==> config.mk <==
export PLATFORM = sky130hd
export DESIGN_NAME = prtc_ctrl
export DESIGN_NICKNAME = d
export VERILOG_FILES = /design/src/include/prtc_pkg.sv /design/src/hdl/prtc_ctrl.sv /design/src/hdl/prtc_pi.sv /design/src/hdl/prtc_ramp.sv
export SDC_FILE = /design/constraint.sdc
export NUM_CORES = 2
export LEC_CHECK = 0
export BUFFER_PORTS_ARGS = -buffer_cell sky130_fd_sc_hd__buf_2
export CELL_PAD_IN_SITES_DETAIL_PLACEMENT = 1
export CELL_PAD_IN_SITES_GLOBAL_PLACEMENT = 1
export CORE_UTILIZATION = 54
export CTS_CLUSTER_DIAMETER = 60
export DETAILED_ROUTE_END_ITERATION = 10
export PLACE_DENSITY = 0.88
export SLEW_MARGIN = 20
export SYNTH_ARGS = -nofsm -noshare
export SYNTH_HDL_FRONTEND = slang
export SYNTH_SLANG_ARGS = --single-unit
==> constraint.sdc <==
create_clock -name ref_clk -period 45.8 [get_ports ref_clk]
set_clock_uncertainty 0.05 [all_clocks]
set_input_delay 6.87 -clock ref_clk [delete_from_list [all_inputs] [get_ports ref_clk]]
set_output_delay 6.87 -clock ref_clk [all_outputs]
set_load 0.005 [all_outputs]
==> src/include/prtc_pkg.sv <==
// Constants, register map and state types of the power-dip ride-through control.
// Assumes a 250 MHz control clock and bus levels given in 0.1 % of rated DC bus voltage.
//
// Notes on behaviour
// - The mode register selects off (0), constant bus voltage (1) or ramp to stop (2).
// - On a supply loss the motor regenerates so the bus is held near the enable level.
// - While the bus is above the disable level, regulation is suspended.
// - After the supply returns, the recovery delay passes before normal running resumes.
// - In constant-bus mode, recovery ramps back to the target with the acceleration time.
// - In ramp-to-stop mode the drive keeps decelerating to 0 Hz and waits for a new start.
// - The proportional gain is used only in constant-bus mode.
// - An integral coefficient adds to the proportional term of the bus regulator.
// - In ramp-to-stop mode the dip deceleration uses its own dedicated deceleration time.
package prtc_pkg;
  // Register indices; the byte address is four times the index.
  localparam logic [13:0] IDX_MODE = 14'h0d14;
  localparam logic [13:0] IDX_DIS_LVL = 14'h0d15;
  localparam logic [13:0] IDX_EN_LVL = 14'h0d16;
  localparam logic [13:0] IDX_RECOV = 14'h0d17;
  localparam logic [13:0] IDX_KP = 14'h0d18;
  localparam logic [13:0] IDX_KI = 14'h0d19;
  localparam logic [13:0] IDX_DECEL = 14'h0d1a;
  localparam logic [13:0] IDX_STATUS = 14'h0d1c;
  localparam logic [13:0] IDX_MASK = 14'h0d1d;
  localparam logic [13:0] IDX_STATE = 14'h0d1e;
  // Reset values and ranges (levels in 0.1 %, times in 0.1 s).
  localparam logic [15:0] MODE_RST = 16'h0000;
  localparam logic [15:0] MODE_MAX = 16'h0002;
  localparam logic [15:0] DIS_RST = 16'h0352;
  localparam logic [15:0] DIS_MIN = 16'h0320;
  localparam logic [15:0] EN_RST = 16'h0320;
  localparam logic [15:0] EN_MIN = 16'h0258;
  localparam logic [15:0] LVL_MAX = 16'h03e8;
  localparam logic [15:0] RECOV_RST = 16'h0005;
  localparam logic [15:0] RECOV_MAX = 16'h03e8;
  localparam logic [15:0] KP_RST = 16'h0032;
  localparam logic [15:0] KI_RST = 16'h001e;
  localparam logic [15:0] GAIN_MAX = 16'h0064;
  localparam logic [15:0] DECEL_RST = 16'h00c8;
  localparam logic [15:0] DECEL_MAX = 16'h0bb8;
  localparam logic [15:0] ZERO16 = 16'h0000;
  localparam logic [15:0] UV_TRIP = 16'h01f4;
  // Mode codes.
  localparam logic [15:0] MODE_OFF = 16'h0000;
  localparam logic [15:0] MODE_HOLD = 16'h0001;
  localparam logic [15:0] MODE_STOP = 16'h0002;
  // Status bits.
  localparam int ST_DIP = 0;
  localparam int ST_RET = 1;
  localparam int ST_STOP = 2;
  localparam int ST_UV = 3;
  localparam int ST_W = 4;
  // Timing: a setting unit of 0.1 s and the regulator period of 1 ms.
  localparam int CLK_PERIOD_NS = 4;
  localparam int TENTH_S_NS = 100_000_000;
  localparam int TENTH_S_CYC = TENTH_S_NS / CLK_PERIOD_NS;
  localparam int PI_PERIOD_NS = 1_000_000;
  localparam int PI_PERIOD_CYC = PI_PERIOD_NS / CLK_PERIOD_NS;
  localparam int MAX_FREQ = 5000;
  localparam int PI_SHIFT = 6;
  localparam logic [1:0] RESP_OKAY = 2'b00;
  localparam logic [1:0] RESP_SLVERR = 2'b10;
  typedef enum logic [1:0] {
    PRTC_RUN = 2'b00,
    PRTC_DIP = 2'b01,
    PRTC_RECOVER = 2'b11,
    PRTC_STOPPED = 2'b10
  } prtc_state_type;
endpackage

==> src/hdl/prtc_ctrl.sv <==
// Power-dip ride-through supervisor with its AXI4-Lite register file.
// Assumes bus_level in 0.1 % of rated DC bus voltage and frequencies in 0.01 Hz.
//
// Local design decision: the AXI4-Lite register port.
`timescale 1ns/10ps
`default_nettype none
module prtc_ctrl #(
  parameter int TENTH_CYC = prtc_pkg::TENTH_S_CYC,
  parameter int PI_CYC = prtc_pkg::PI_PERIOD_CYC
) (
  input wire logic ref_clk,
  input wire logic rst_n,
  input wire logic [15:0] s_axi_awaddr,
  input wire logic s_axi_awvalid,
  output logic s_axi_awready,
  input wire logic [31:0] s_axi_wdata,
  input wire logic [3:0] s_axi_wstrb,
  input wire logic s_axi_wvalid,
  output logic s_axi_wready,
  output logic [1:0] s_axi_bresp,
  output logic s_axi_bvalid,
  input wire logic s_axi_bready,
  input wire logic [15:0] s_axi_araddr,
  input wire logic s_axi_arvalid,
  output logic s_axi_arready,
  output logic [31:0] s_axi_rdata,
  output logic [1:0] s_axi_rresp,
  output logic s_axi_rvalid,
  input wire logic s_axi_rready,
  input wire logic [15:0] bus_level,
  input wire logic supply_lost,
  input wire logic start_cmd,
  input wire logic [15:0] freq_target,
  input wire logic [15:0] accel_time,
  input wire logic [15:0] normal_decel_time,
  output logic [15:0] freq_out,
  output logic uv_fault,
  output logic irq
);
  localparam int UNIT_CYC = TENTH_CYC / prtc_pkg::MAX_FREQ;

  typedef struct packed {
    logic [15:0] mode;
    logic [15:0] dis_lvl;
    logic [15:0] en_lvl;
    logic [15:0] recov;
    logic [15:0] kp;
    logic [15:0] ki;
    logic [15:0] decel;
    logic [prtc_pkg::ST_W-1:0] status;
    logic [prtc_pkg::ST_W-1:0] mask;
    prtc_pkg::prtc_state_type fsm;
    logic aw_v;
    logic [13:0] aw_idx;
    logic w_v;
    logic [31:0] wdata;
    logic [3:0] wstrb;
    logic b_v;
    logic [1:0] bresp;
    logic r_v;
    logic [31:0] rdata;
    logic [1:0] rresp;
    logic [31:0] tcnt;
    logic [15:0] units;
    logic [31:0] pcnt;
    logic apply;
    logic uv;
  } prtc_ctrl_st_type;

  prtc_ctrl_st_type s_q, s_d;
  logic pi_upd;
  logic ramp_run;
  logic [15:0] ramp_target;
  logic [31:0] ramp_step;
  logic [15:0] pi_delta;
  logic [prtc_pkg::ST_W-1:0] ev;
  logic [15:0] wval;

  // ---------------------------------------------------------------------------
  // Helper functions
  // ---------------------------------------------------------------------------
  // Limits a written value to its allowed range.
  function automatic logic [15:0] clamp(input logic [15:0] v, input logic [15:0] lo,
                                        input logic [15:0] hi);
    clamp = (v < lo) ? lo : ((v > hi) ? hi : v);
  endfunction

  // Turns a time setting in 0.1 s into cycles per frequency unit, at least one.
  function automatic logic [31:0] step_of(input logic [15:0] t);
    logic [47:0] p;
    p = 48'(t) * 48'(UNIT_CYC);
    step_of = (p == '0) ? 32'h1 : p[31:0];
  endfunction

  // Tells whether an index is one of the mapped registers.
  function automatic logic mapped(input logic [13:0] idx);
    mapped = (idx >= prtc_pkg::IDX_MODE && idx <= prtc_pkg::IDX_DECEL) ||
             (idx >= prtc_pkg::IDX_STATUS && idx <= prtc_pkg::IDX_STATE);
  endfunction

  // ---------------------------------------------------------------------------
  // Ramp generator and bus regulator
  // ---------------------------------------------------------------------------
  prtc_ramp u_ramp (
    .ref_clk(ref_clk),
    .rst_n(rst_n),
    .run(ramp_run),
    .target(ramp_target),
    .step_cyc(ramp_step),
    .sub_en(s_q.apply),
    .sub_amt(pi_delta),
    .freq(freq_out)
  );

  prtc_pi u_pi (
    .ref_clk(ref_clk),
    .rst_n(rst_n),
    .active(s_q.fsm == prtc_pkg::PRTC_DIP && s_q.mode == prtc_pkg::MODE_HOLD),
    .upd(pi_upd),
    .err(17'($signed({1'b0, s_q.en_lvl}) - $signed({1'b0, bus_level}))),
    .kp(s_q.kp),
    .ki(s_q.ki),
    .delta(pi_delta)
  );

  // ---------------------------------------------------------------------------
  // Next state
  // ---------------------------------------------------------------------------
  always_comb begin
    s_d = s_q;
    ev = '0;
    pi_upd = 1'b0;
    ramp_run = 1'b0;
    ramp_target = freq_target;
    ramp_step = (freq_target > freq_out) ? step_of(accel_time) : step_of(normal_decel_time);
    wval = '0;
    s_d.apply = 1'b0;
    s_d.uv = bus_level < prtc_pkg::UV_TRIP;
    ev[prtc_pkg::ST_UV] = s_d.uv && !s_q.uv;

    unique case (s_q.fsm)
      prtc_pkg::PRTC_RUN: begin
        ramp_run = 1'b1;
        if (s_q.mode != prtc_pkg::MODE_OFF && supply_lost &&
            bus_level < s_q.en_lvl && freq_out != prtc_pkg::ZERO16) begin
          s_d.fsm = prtc_pkg::PRTC_DIP;
          s_d.pcnt = '0;
          ev[prtc_pkg::ST_DIP] = 1'b1;
        end
      end
      prtc_pkg::PRTC_DIP: begin
        if (s_q.mode == prtc_pkg::MODE_STOP) begin
          ramp_run = 1'b1;
          ramp_target = prtc_pkg::ZERO16;
          ramp_step = step_of(s_q.decel);
          if (!supply_lost && s_q.status[prtc_pkg::ST_RET] == 1'b0) begin
            ev[prtc_pkg::ST_RET] = 1'b1;
          end
          if (freq_out == prtc_pkg::ZERO16) begin
            s_d.fsm = prtc_pkg::PRTC_STOPPED;
            ev[prtc_pkg::ST_STOP] = 1'b1;
          end
        end else if (s_q.mode == prtc_pkg::MODE_HOLD) begin
          if (s_q.pcnt + 32'h1 >= 32'(PI_CYC)) begin
            s_d.pcnt = '0;
            pi_upd = bus_level <= s_q.dis_lvl;
          end else begin
            s_d.pcnt = s_q.pcnt + 32'h1;
          end
          s_d.apply = pi_upd;
          if (!supply_lost) begin
            s_d.fsm = prtc_pkg::PRTC_RECOVER;
            s_d.tcnt = '0;
            s_d.units = '0;
            ev[prtc_pkg::ST_RET] = 1'b1;
          end
        end else begin
          s_d.fsm = prtc_pkg::PRTC_RUN;
        end
      end
      prtc_pkg::PRTC_RECOVER: begin
        if (s_q.units >= s_q.recov) begin
          s_d.fsm = prtc_pkg::PRTC_RUN;
        end else if (s_q.tcnt + 32'h1 >= 32'(TENTH_CYC)) begin
          s_d.tcnt = '0;
          s_d.units = s_q.units + 16'h1;
        end else begin
          s_d.tcnt = s_q.tcnt + 32'h1;
        end
        if (supply_lost && bus_level < s_q.en_lvl) begin
          s_d.fsm = prtc_pkg::PRTC_DIP;
          ev[prtc_pkg::ST_DIP] = 1'b1;
        end
      end
      prtc_pkg::PRTC_STOPPED: begin
        ramp_target = prtc_pkg::ZERO16;
        if (start_cmd) begin
          s_d.fsm = prtc_pkg::PRTC_RUN;
        end
      end
    endcase

    // -------------------------------------------------------------------------
    // AXI4-Lite slave
    // -------------------------------------------------------------------------
    if (s_axi_awvalid && s_axi_awready) begin
      s_d.aw_v = 1'b1;
      s_d.aw_idx = s_axi_awaddr[15:2];
    end
    if (s_axi_wvalid && s_axi_wready) begin
      s_d.w_v = 1'b1;
      s_d.wdata = s_axi_wdata;
      s_d.wstrb = s_axi_wstrb;
    end
    if (s_q.b_v && s_axi_bready) begin
      s_d.b_v = 1'b0;
    end
    if (s_q.aw_v && s_q.w_v) begin
      s_d.aw_v = 1'b0;
      s_d.w_v = 1'b0;
      s_d.b_v = 1'b1;
      s_d.bresp = mapped(s_q.aw_idx) ? prtc_pkg::RESP_OKAY : prtc_pkg::RESP_SLVERR;
      unique case (s_q.aw_idx)
        prtc_pkg::IDX_MODE: wval = s_q.mode;
        prtc_pkg::IDX_DIS_LVL: wval = s_q.dis_lvl;
        prtc_pkg::IDX_EN_LVL: wval = s_q.en_lvl;
        prtc_pkg::IDX_RECOV: wval = s_q.recov;
        prtc_pkg::IDX_KP: wval = s_q.kp;
        prtc_pkg::IDX_KI: wval = s_q.ki;
        prtc_pkg::IDX_DECEL: wval = s_q.decel;
        prtc_pkg::IDX_MASK: wval = 16'(s_q.mask);
        default: wval = '0;
      endcase
      if (s_q.wstrb[0]) begin
        wval[7:0] = s_q.wdata[7:0];
      end
      if (s_q.wstrb[1]) begin
        wval[15:8] = s_q.wdata[15:8];
      end
      unique case (s_q.aw_idx)
        prtc_pkg::IDX_MODE: s_d.mode = clamp(wval, prtc_pkg::ZERO16, prtc_pkg::MODE_MAX);
        prtc_pkg::IDX_DIS_LVL: s_d.dis_lvl = clamp(wval, prtc_pkg::DIS_MIN, prtc_pkg::LVL_MAX);
        prtc_pkg::IDX_EN_LVL: s_d.en_lvl = clamp(wval, prtc_pkg::EN_MIN, prtc_pkg::LVL_MAX);
        prtc_pkg::IDX_RECOV: s_d.recov = clamp(wval, prtc_pkg::ZERO16, prtc_pkg::RECOV_MAX);
        prtc_pkg::IDX_KP: s_d.kp = clamp(wval, prtc_pkg::ZERO16, prtc_pkg::GAIN_MAX);
        prtc_pkg::IDX_KI: s_d.ki = clamp(wval, prtc_pkg::ZERO16, prtc_pkg::GAIN_MAX);
        prtc_pkg::IDX_DECEL: s_d.decel = clamp(wval, prtc_pkg::ZERO16, prtc_pkg::DECEL_MAX);
        prtc_pkg::IDX_MASK: s_d.mask = wval[prtc_pkg::ST_W-1:0];
        default: begin
        end
      endcase
    end
    // Sticky status: a new event wins over a write-one-to-clear in the same cycle.
    s_d.status = s_q.status;
    if (s_q.aw_v && s_q.w_v && s_q.aw_idx == prtc_pkg::IDX_STATUS && s_q.wstrb[0]) begin
      s_d.status = s_q.status & ~s_q.wdata[prtc_pkg::ST_W-1:0];
    end
    s_d.status = s_d.status | ev;

    if (s_q.r_v && s_axi_rready) begin
      s_d.r_v = 1'b0;
    end
    if (s_axi_arvalid && s_axi_arready) begin
      s_d.r_v = 1'b1;
      s_d.rresp = mapped(s_axi_araddr[15:2]) ? prtc_pkg::RESP_OKAY : prtc_pkg::RESP_SLVERR;
      unique case (s_axi_araddr[15:2])
        prtc_pkg::IDX_MODE: s_d.rdata = 32'(s_q.mode);
        prtc_pkg::IDX_DIS_LVL: s_d.rdata = 32'(s_q.dis_lvl);
        prtc_pkg::IDX_EN_LVL: s_d.rdata = 32'(s_q.en_lvl);
        prtc_pkg::IDX_RECOV: s_d.rdata = 32'(s_q.recov);
        prtc_pkg::IDX_KP: s_d.rdata = 32'(s_q.kp);
        prtc_pkg::IDX_KI: s_d.rdata = 32'(s_q.ki);
        prtc_pkg::IDX_DECEL: s_d.rdata = 32'(s_q.decel);
        prtc_pkg::IDX_STATUS: s_d.rdata = 32'(s_q.status);
        prtc_pkg::IDX_MASK: s_d.rdata = 32'(s_q.mask);
        prtc_pkg::IDX_STATE: s_d.rdata = {14'h0000, s_q.fsm, freq_out};
        default: s_d.rdata = '0;
      endcase
    end
  end

  // ---------------------------------------------------------------------------
  // State register
  // ---------------------------------------------------------------------------
  always_ff @(posedge ref_clk) begin
    if (!rst_n) begin
      s_q <= '0;
      s_q.mode <= prtc_pkg::MODE_RST;
      s_q.dis_lvl <= prtc_pkg::DIS_RST;
      s_q.en_lvl <= prtc_pkg::EN_RST;
      s_q.recov <= prtc_pkg::RECOV_RST;
      s_q.kp <= prtc_pkg::KP_RST;
      s_q.ki <= prtc_pkg::KI_RST;
      s_q.decel <= prtc_pkg::DECEL_RST;
      s_q.fsm <= prtc_pkg::PRTC_RUN;
    end else begin
      s_q <= s_d;
    end
  end

  assign s_axi_awready = !s_q.aw_v && !s_q.b_v;
  assign s_axi_wready = !s_q.w_v && !s_q.b_v;
  assign s_axi_bvalid = s_q.b_v;
  assign s_axi_bresp = s_q.bresp;
  assign s_axi_arready = !s_q.r_v;
  assign s_axi_rvalid = s_q.r_v;
  assign s_axi_rdata = s_q.rdata;
  assign s_axi_rresp = s_q.rresp;
  assign uv_fault = s_q.uv;
  assign irq = |(s_q.status & s_q.mask);
endmodule
`default_nettype wire

==> src/hdl/prtc_pi.sv <==
// Bus-voltage PI regulator giving a frequency trim for each update.
// Assumes err is positive when the bus sits below its set level.
`timescale 1ns/10ps
`default_nettype none
module prtc_pi (
  input wire logic ref_clk,
  input wire logic rst_n,
  input wire logic active,
  input wire logic upd,
  input wire logic signed [16:0] err,
  input wire logic [15:0] kp,
  input wire logic [15:0] ki,
  output logic [15:0] delta
);
  typedef struct packed {
    logic signed [31:0] integ;
    logic [15:0] delta;
  } prtc_pi_st_type;
  prtc_pi_st_type s_q, s_d;
  logic signed [31:0] integ_n;
  logic signed [31:0] sum;

  always_comb begin
    s_d = s_q;
    integ_n = s_q.integ + 32'(err * $signed({1'b0, ki}));
    if (integ_n < 0) begin
      integ_n = '0;
    end
    sum = 32'(err * $signed({1'b0, kp})) + integ_n;
    if (!active) begin
      s_d = '0;
    end else if (upd) begin
      s_d.integ = integ_n;
      s_d.delta = (sum <= 0) ? prtc_pkg::ZERO16 : 16'(sum >>> prtc_pkg::PI_SHIFT);
    end
  end

  always_ff @(posedge ref_clk) begin
    if (!rst_n) begin
      s_q <= '0;
    end else begin
      s_q <= s_d;
    end
  end

  assign delta = s_q.delta;
endmodule
`default_nettype wire

==> src/hdl/prtc_ramp.sv <==
// Frequency ramp: moves the output one unit toward the target every step period.
// Assumes step periods of at least one cycle; a trim input can pull the output down.
`timescale 1ns/10ps
`default_nettype none
module prtc_ramp (
  input wire logic ref_clk,
  input wire logic rst_n,
  input wire logic run,
  input wire logic [15:0] target,
  input wire logic [31:0] step_cyc,
  input wire logic sub_en,
  input wire logic [15:0] sub_amt,
  output logic [15:0] freq
);
  typedef struct packed {
    logic [31:0] cnt;
    logic [15:0] freq;
  } prtc_ramp_st_type;
  prtc_ramp_st_type s_q, s_d;

  always_comb begin
    s_d = s_q;
    if (sub_en) begin
      s_d.freq = (s_q.freq > sub_amt) ? s_q.freq - sub_amt : prtc_pkg::ZERO16;
      s_d.cnt = '0;
    end else if (run && s_q.freq != target) begin
      if (s_q.cnt + 32'h1 >= step_cyc) begin
        s_d.cnt = '0;
        s_d.freq = (s_q.freq < target) ? s_q.freq + 16'h1 : s_q.freq - 16'h1;
      end else begin
        s_d.cnt = s_q.cnt + 32'h1;
      end
    end else begin
      s_d.cnt = '0;
    end
  end

  always_ff @(posedge ref_clk) begin
    if (!rst_n) begin
      s_q <= '0;
    end else begin
      s_q <= s_d;
    end
  end

  assign freq = s_q.freq;
endmodule
`default_nettype wire

==> results.toml <==
[die]
core_area_sq_mm = 0.0966
ioPinCount = 200
die_h_microns = 314
die_w_microns = 314
initial_utilization_pct = 54.5
dieArea_sq_mm = 0.0986
placementRows = 114

[job]
maxCapViolCount = 0

[yosys]
synth_area_leaders = "fa_1, dfxtp_1, ha_1, inv_1, nand2_1"
synth-edff-count = 0
yosysTopAreaCellShare_pct = 27.2
synth_most_common_cell = "inv_1"
synth_top_area_cell = "fa_1"
synthArstFlopShare_pct = 0
ys_warn_count = 0
ys_types = 106
ys.flop_type = "dfxtp_1"
ys_seq_area_share_pct = 13.5
netlist_instances = 6207
synth.avg_cell_area_sq_um = 8.47
ys_ff_latch = 355
synth_common_cells = "inv_1, fa_1, nand2_1"
synth_area_sq_mm = 0.0526

[clock_network]
cts_sinks = 355
cts_tree = "yes"
cts_root_buf = "clkbuf_16"
cts_inserted_buffers = 52
postCtsResizedCells = 0
insertion_delay_ps = 720
post-cts-setup-buffer-count = 0
ctsLongestPathBuffers = 3
clk_pin_slew_ps = 60
hold_buffers = 0
h-tree-depth = 2

[sta]
setup_viol = 0
period_needed_ps = 23090
maxSlewViolCount = 0
whs_ps = 407
tightestPinTransition_ps = 1140
finalSetupTns_ps = 0
relSlewSlack_pct = 23.9
period_share_pct = 50.4
hold_violations = 0
setup_ws_ps = 22710
rsz0062_at_grt = "no"
fmaxAchievable_mhz = 43.3

[worst_setup_path]
worst_setup_path_start_kind = "input pin"
worstPathRequired_ps = 46250
max_stage_delay_ps = 960
regToRegEndpoint = "u_pi.delta[12]"
crit_top_cell = "fa_1"
arrival_ps = 23540
r2r_cells = 54
crit_fanout = 32
reg2reg_from = "s_q[246]"
end_kind = "flip-flop"
critPathSlowestCell = "a2111oi_0"
rrSetupSlack_ps = 28690
path_class = "input pin to flip-flop"

[pwr]
internal_power_mw = 1.42
share_seq_of_total_power_pct = 11.6
p_per_area_mw_per_mm2 = 52.9
swShare_pct = 52.4
p_total_mw = 2.97
ir_drop_mv = 0.0779
leakagePower_nw = 27.1
pwr-share-clk_pct = 14.8
p_switching_mw = 1.56
share_comb_of_total_power_pct = 73.6

[outcome]
outcome = "finished, final reports clean"

[place]
port_buffers = 161
dp_worst_setup_slack_ps = 22810
dp.final_hpwl_microns = 146000
globalplace.congestion = 0.959

[finish]
drive_above_1_share_pct = 6.68
nNetsFinal = 7591
area_delta_synth_final_pct = 6.91
fill_cells = 11400

[detailed_routing]
vias = 46900
firstDrtPassIters = 9
ant_nets = 0
avgViaCountPerCell = 6.24
first_iter_violations = 4211
wl_per_cell_microns = 25.3
wirelength_microns = 190000
drcViolationCount = 0

[grt]
overflow = 0
grt_pass1_wl_microns = 297000
grt_pass1_vias = 52700
antenna_found_initial = 16
grt_start_max_net_pins = 60
grt_use_total_pct = 38.8

[min_path]
hold_path.class = "flip-flop to flip-flop"
min_to = "s_q[169]"
hold_depth = 2
hp-start = "s_q[169]"
## kinds of logic after synthesis
family                     after synthesis  synth area share (%)
buffers and inverters                 1508                  11.2
DFF                                    355                  13.5
AOI/OAI and AO/OA                      961                  12.2
other                                    1               0.00713
and+or+nand+nor                       1842                  17.8
xor gates and xnor gates               228                  3.81
adders and majority gates             1251                  40.0
muxes                                   61                  1.47
## registers in the layout, summed over array words and instances (netlist names)
signal / flops
s_q: 237
u_pi.delta: 16
s_axi_rvalid: 1
s_axi_bvalid: 1
u_ramp.s_q: 32
u_ramp.freq: 16
uv_fault: 1
s_axi_rdata: 18
u_pi.s_q: 31
s_axi_bresp: 1
s_axi_rresp: 1
## power by group through the flow
stage	Clock (mW)	Combinational (mW)	Sequential, mW
2_1_floorplan	0	1.47	0.333
3_3_place_gp	0	1.92	0.348
3_5_place_dp	0	2.09	0.349
4_1_cts	0.440	2.15	0.342
5_1_grt	0.452	2.39	0.344
6_report	0.439	2.19	0.345
## placed cells by master (no fill, tap or decap), types with 16 or more instances in the layout
master,instances
o21a_1,34
a22oi_1,30
nor2_1,303
nor3_1,90
nand2_1,589
dfxtp_1,354
a221oi_1,32
o211ai_1,28
a31oi_1,36
and4_1,20
ha_1,536
nand4_1,43
a211oi_1,39
o21bai_1,23
fa_1,715
xnor2_1,151
or3_1,20
o21ai_0,153
a21oi_1,258
nand3_1,105
o21ai_1,20
buf_4,71
mux2i_1,39
nor2b_1,105
o22ai_1,29
clkbuf_16,52
and3_1,79
nand2b_1,44
inv_1,1196
conb_1,19
nor4_1,43
a21o_1,79
nand3b_1,16
buf_2,160
and2_1,287
xor2_1,63
## critical path, delay by kind of cell
| kind | cells | cell delay [ps] |
|---|---|---|
| buffers and inverters | 12 | 1540 |
| AOI/OAI and AO/OA | 21 | 6490 |
| xor gates and xnor gates | 2 | 360 |
| adders and majority gates | 14 | 6620 |
| and+or+nand+nor | 5 | 1580 |
## metal layers
layer / track usage, % / vias to the layer above / share of wire [%]
met2: 64.3 / 2402 / 47
li1: - / 20000 / -
met4: 24.7 / 18 / 7.0
met5: 0.242 / - / 0.081
met1: 44.5 / 23500 / 36
met3: 10.2 / 980 / 9.6
## per-stage QoR
step	util [%]	area, sq um	instances
6_report	58.2	56200	7522
5_1_grt	58.2	56200	7520
4_1_cts	58.2	56200	7517
3_5_place_dp	56.3	54300	7421
3_3_place_gp	56.3	54300	7421
2_1_floorplan	-	52700	6225
## worst max path at each step
stage | from | end | slack, ps | depth (start not counted)
floorplan | bus_level[8] | u_pi.delta[13] | 26140 | 53
global placement | bus_level[1] | u_pi.delta[12] | 23470 | 55
detailed placement | bus_level[1] | u_pi.delta[12] | 22810 | 55
CTS | bus_level[2] | u_pi.delta[12] | 22820 | 53
global route | bus_level[2] | u_pi.delta[15] | 22430 | 54
finish | bus_level[2] | u_pi.delta[12] | 22710 | 54
## final cells by class
| class | count | area (sq um) | share of cell area [%] |
|---|---|---|---|
| multi-input cells | 4362 | 39800 | 70.8 |
| flip-flops and latches | 355 | 7110 | 12.6 |
| inverters | 1197 | 4500 | 8.00 |
| well taps | 1276 | 1600 | 2.84 |
| clock buffers | 65 | 1420 | 2.53 |
| repair buffers | 231 | 1330 | 2.37 |
| clock inverters | 31 | 443 | 0.788 |
| diodes | 5 | 12.5 | 0.0223 |
No activity file was read; power rests on OpenSTA's default activity.
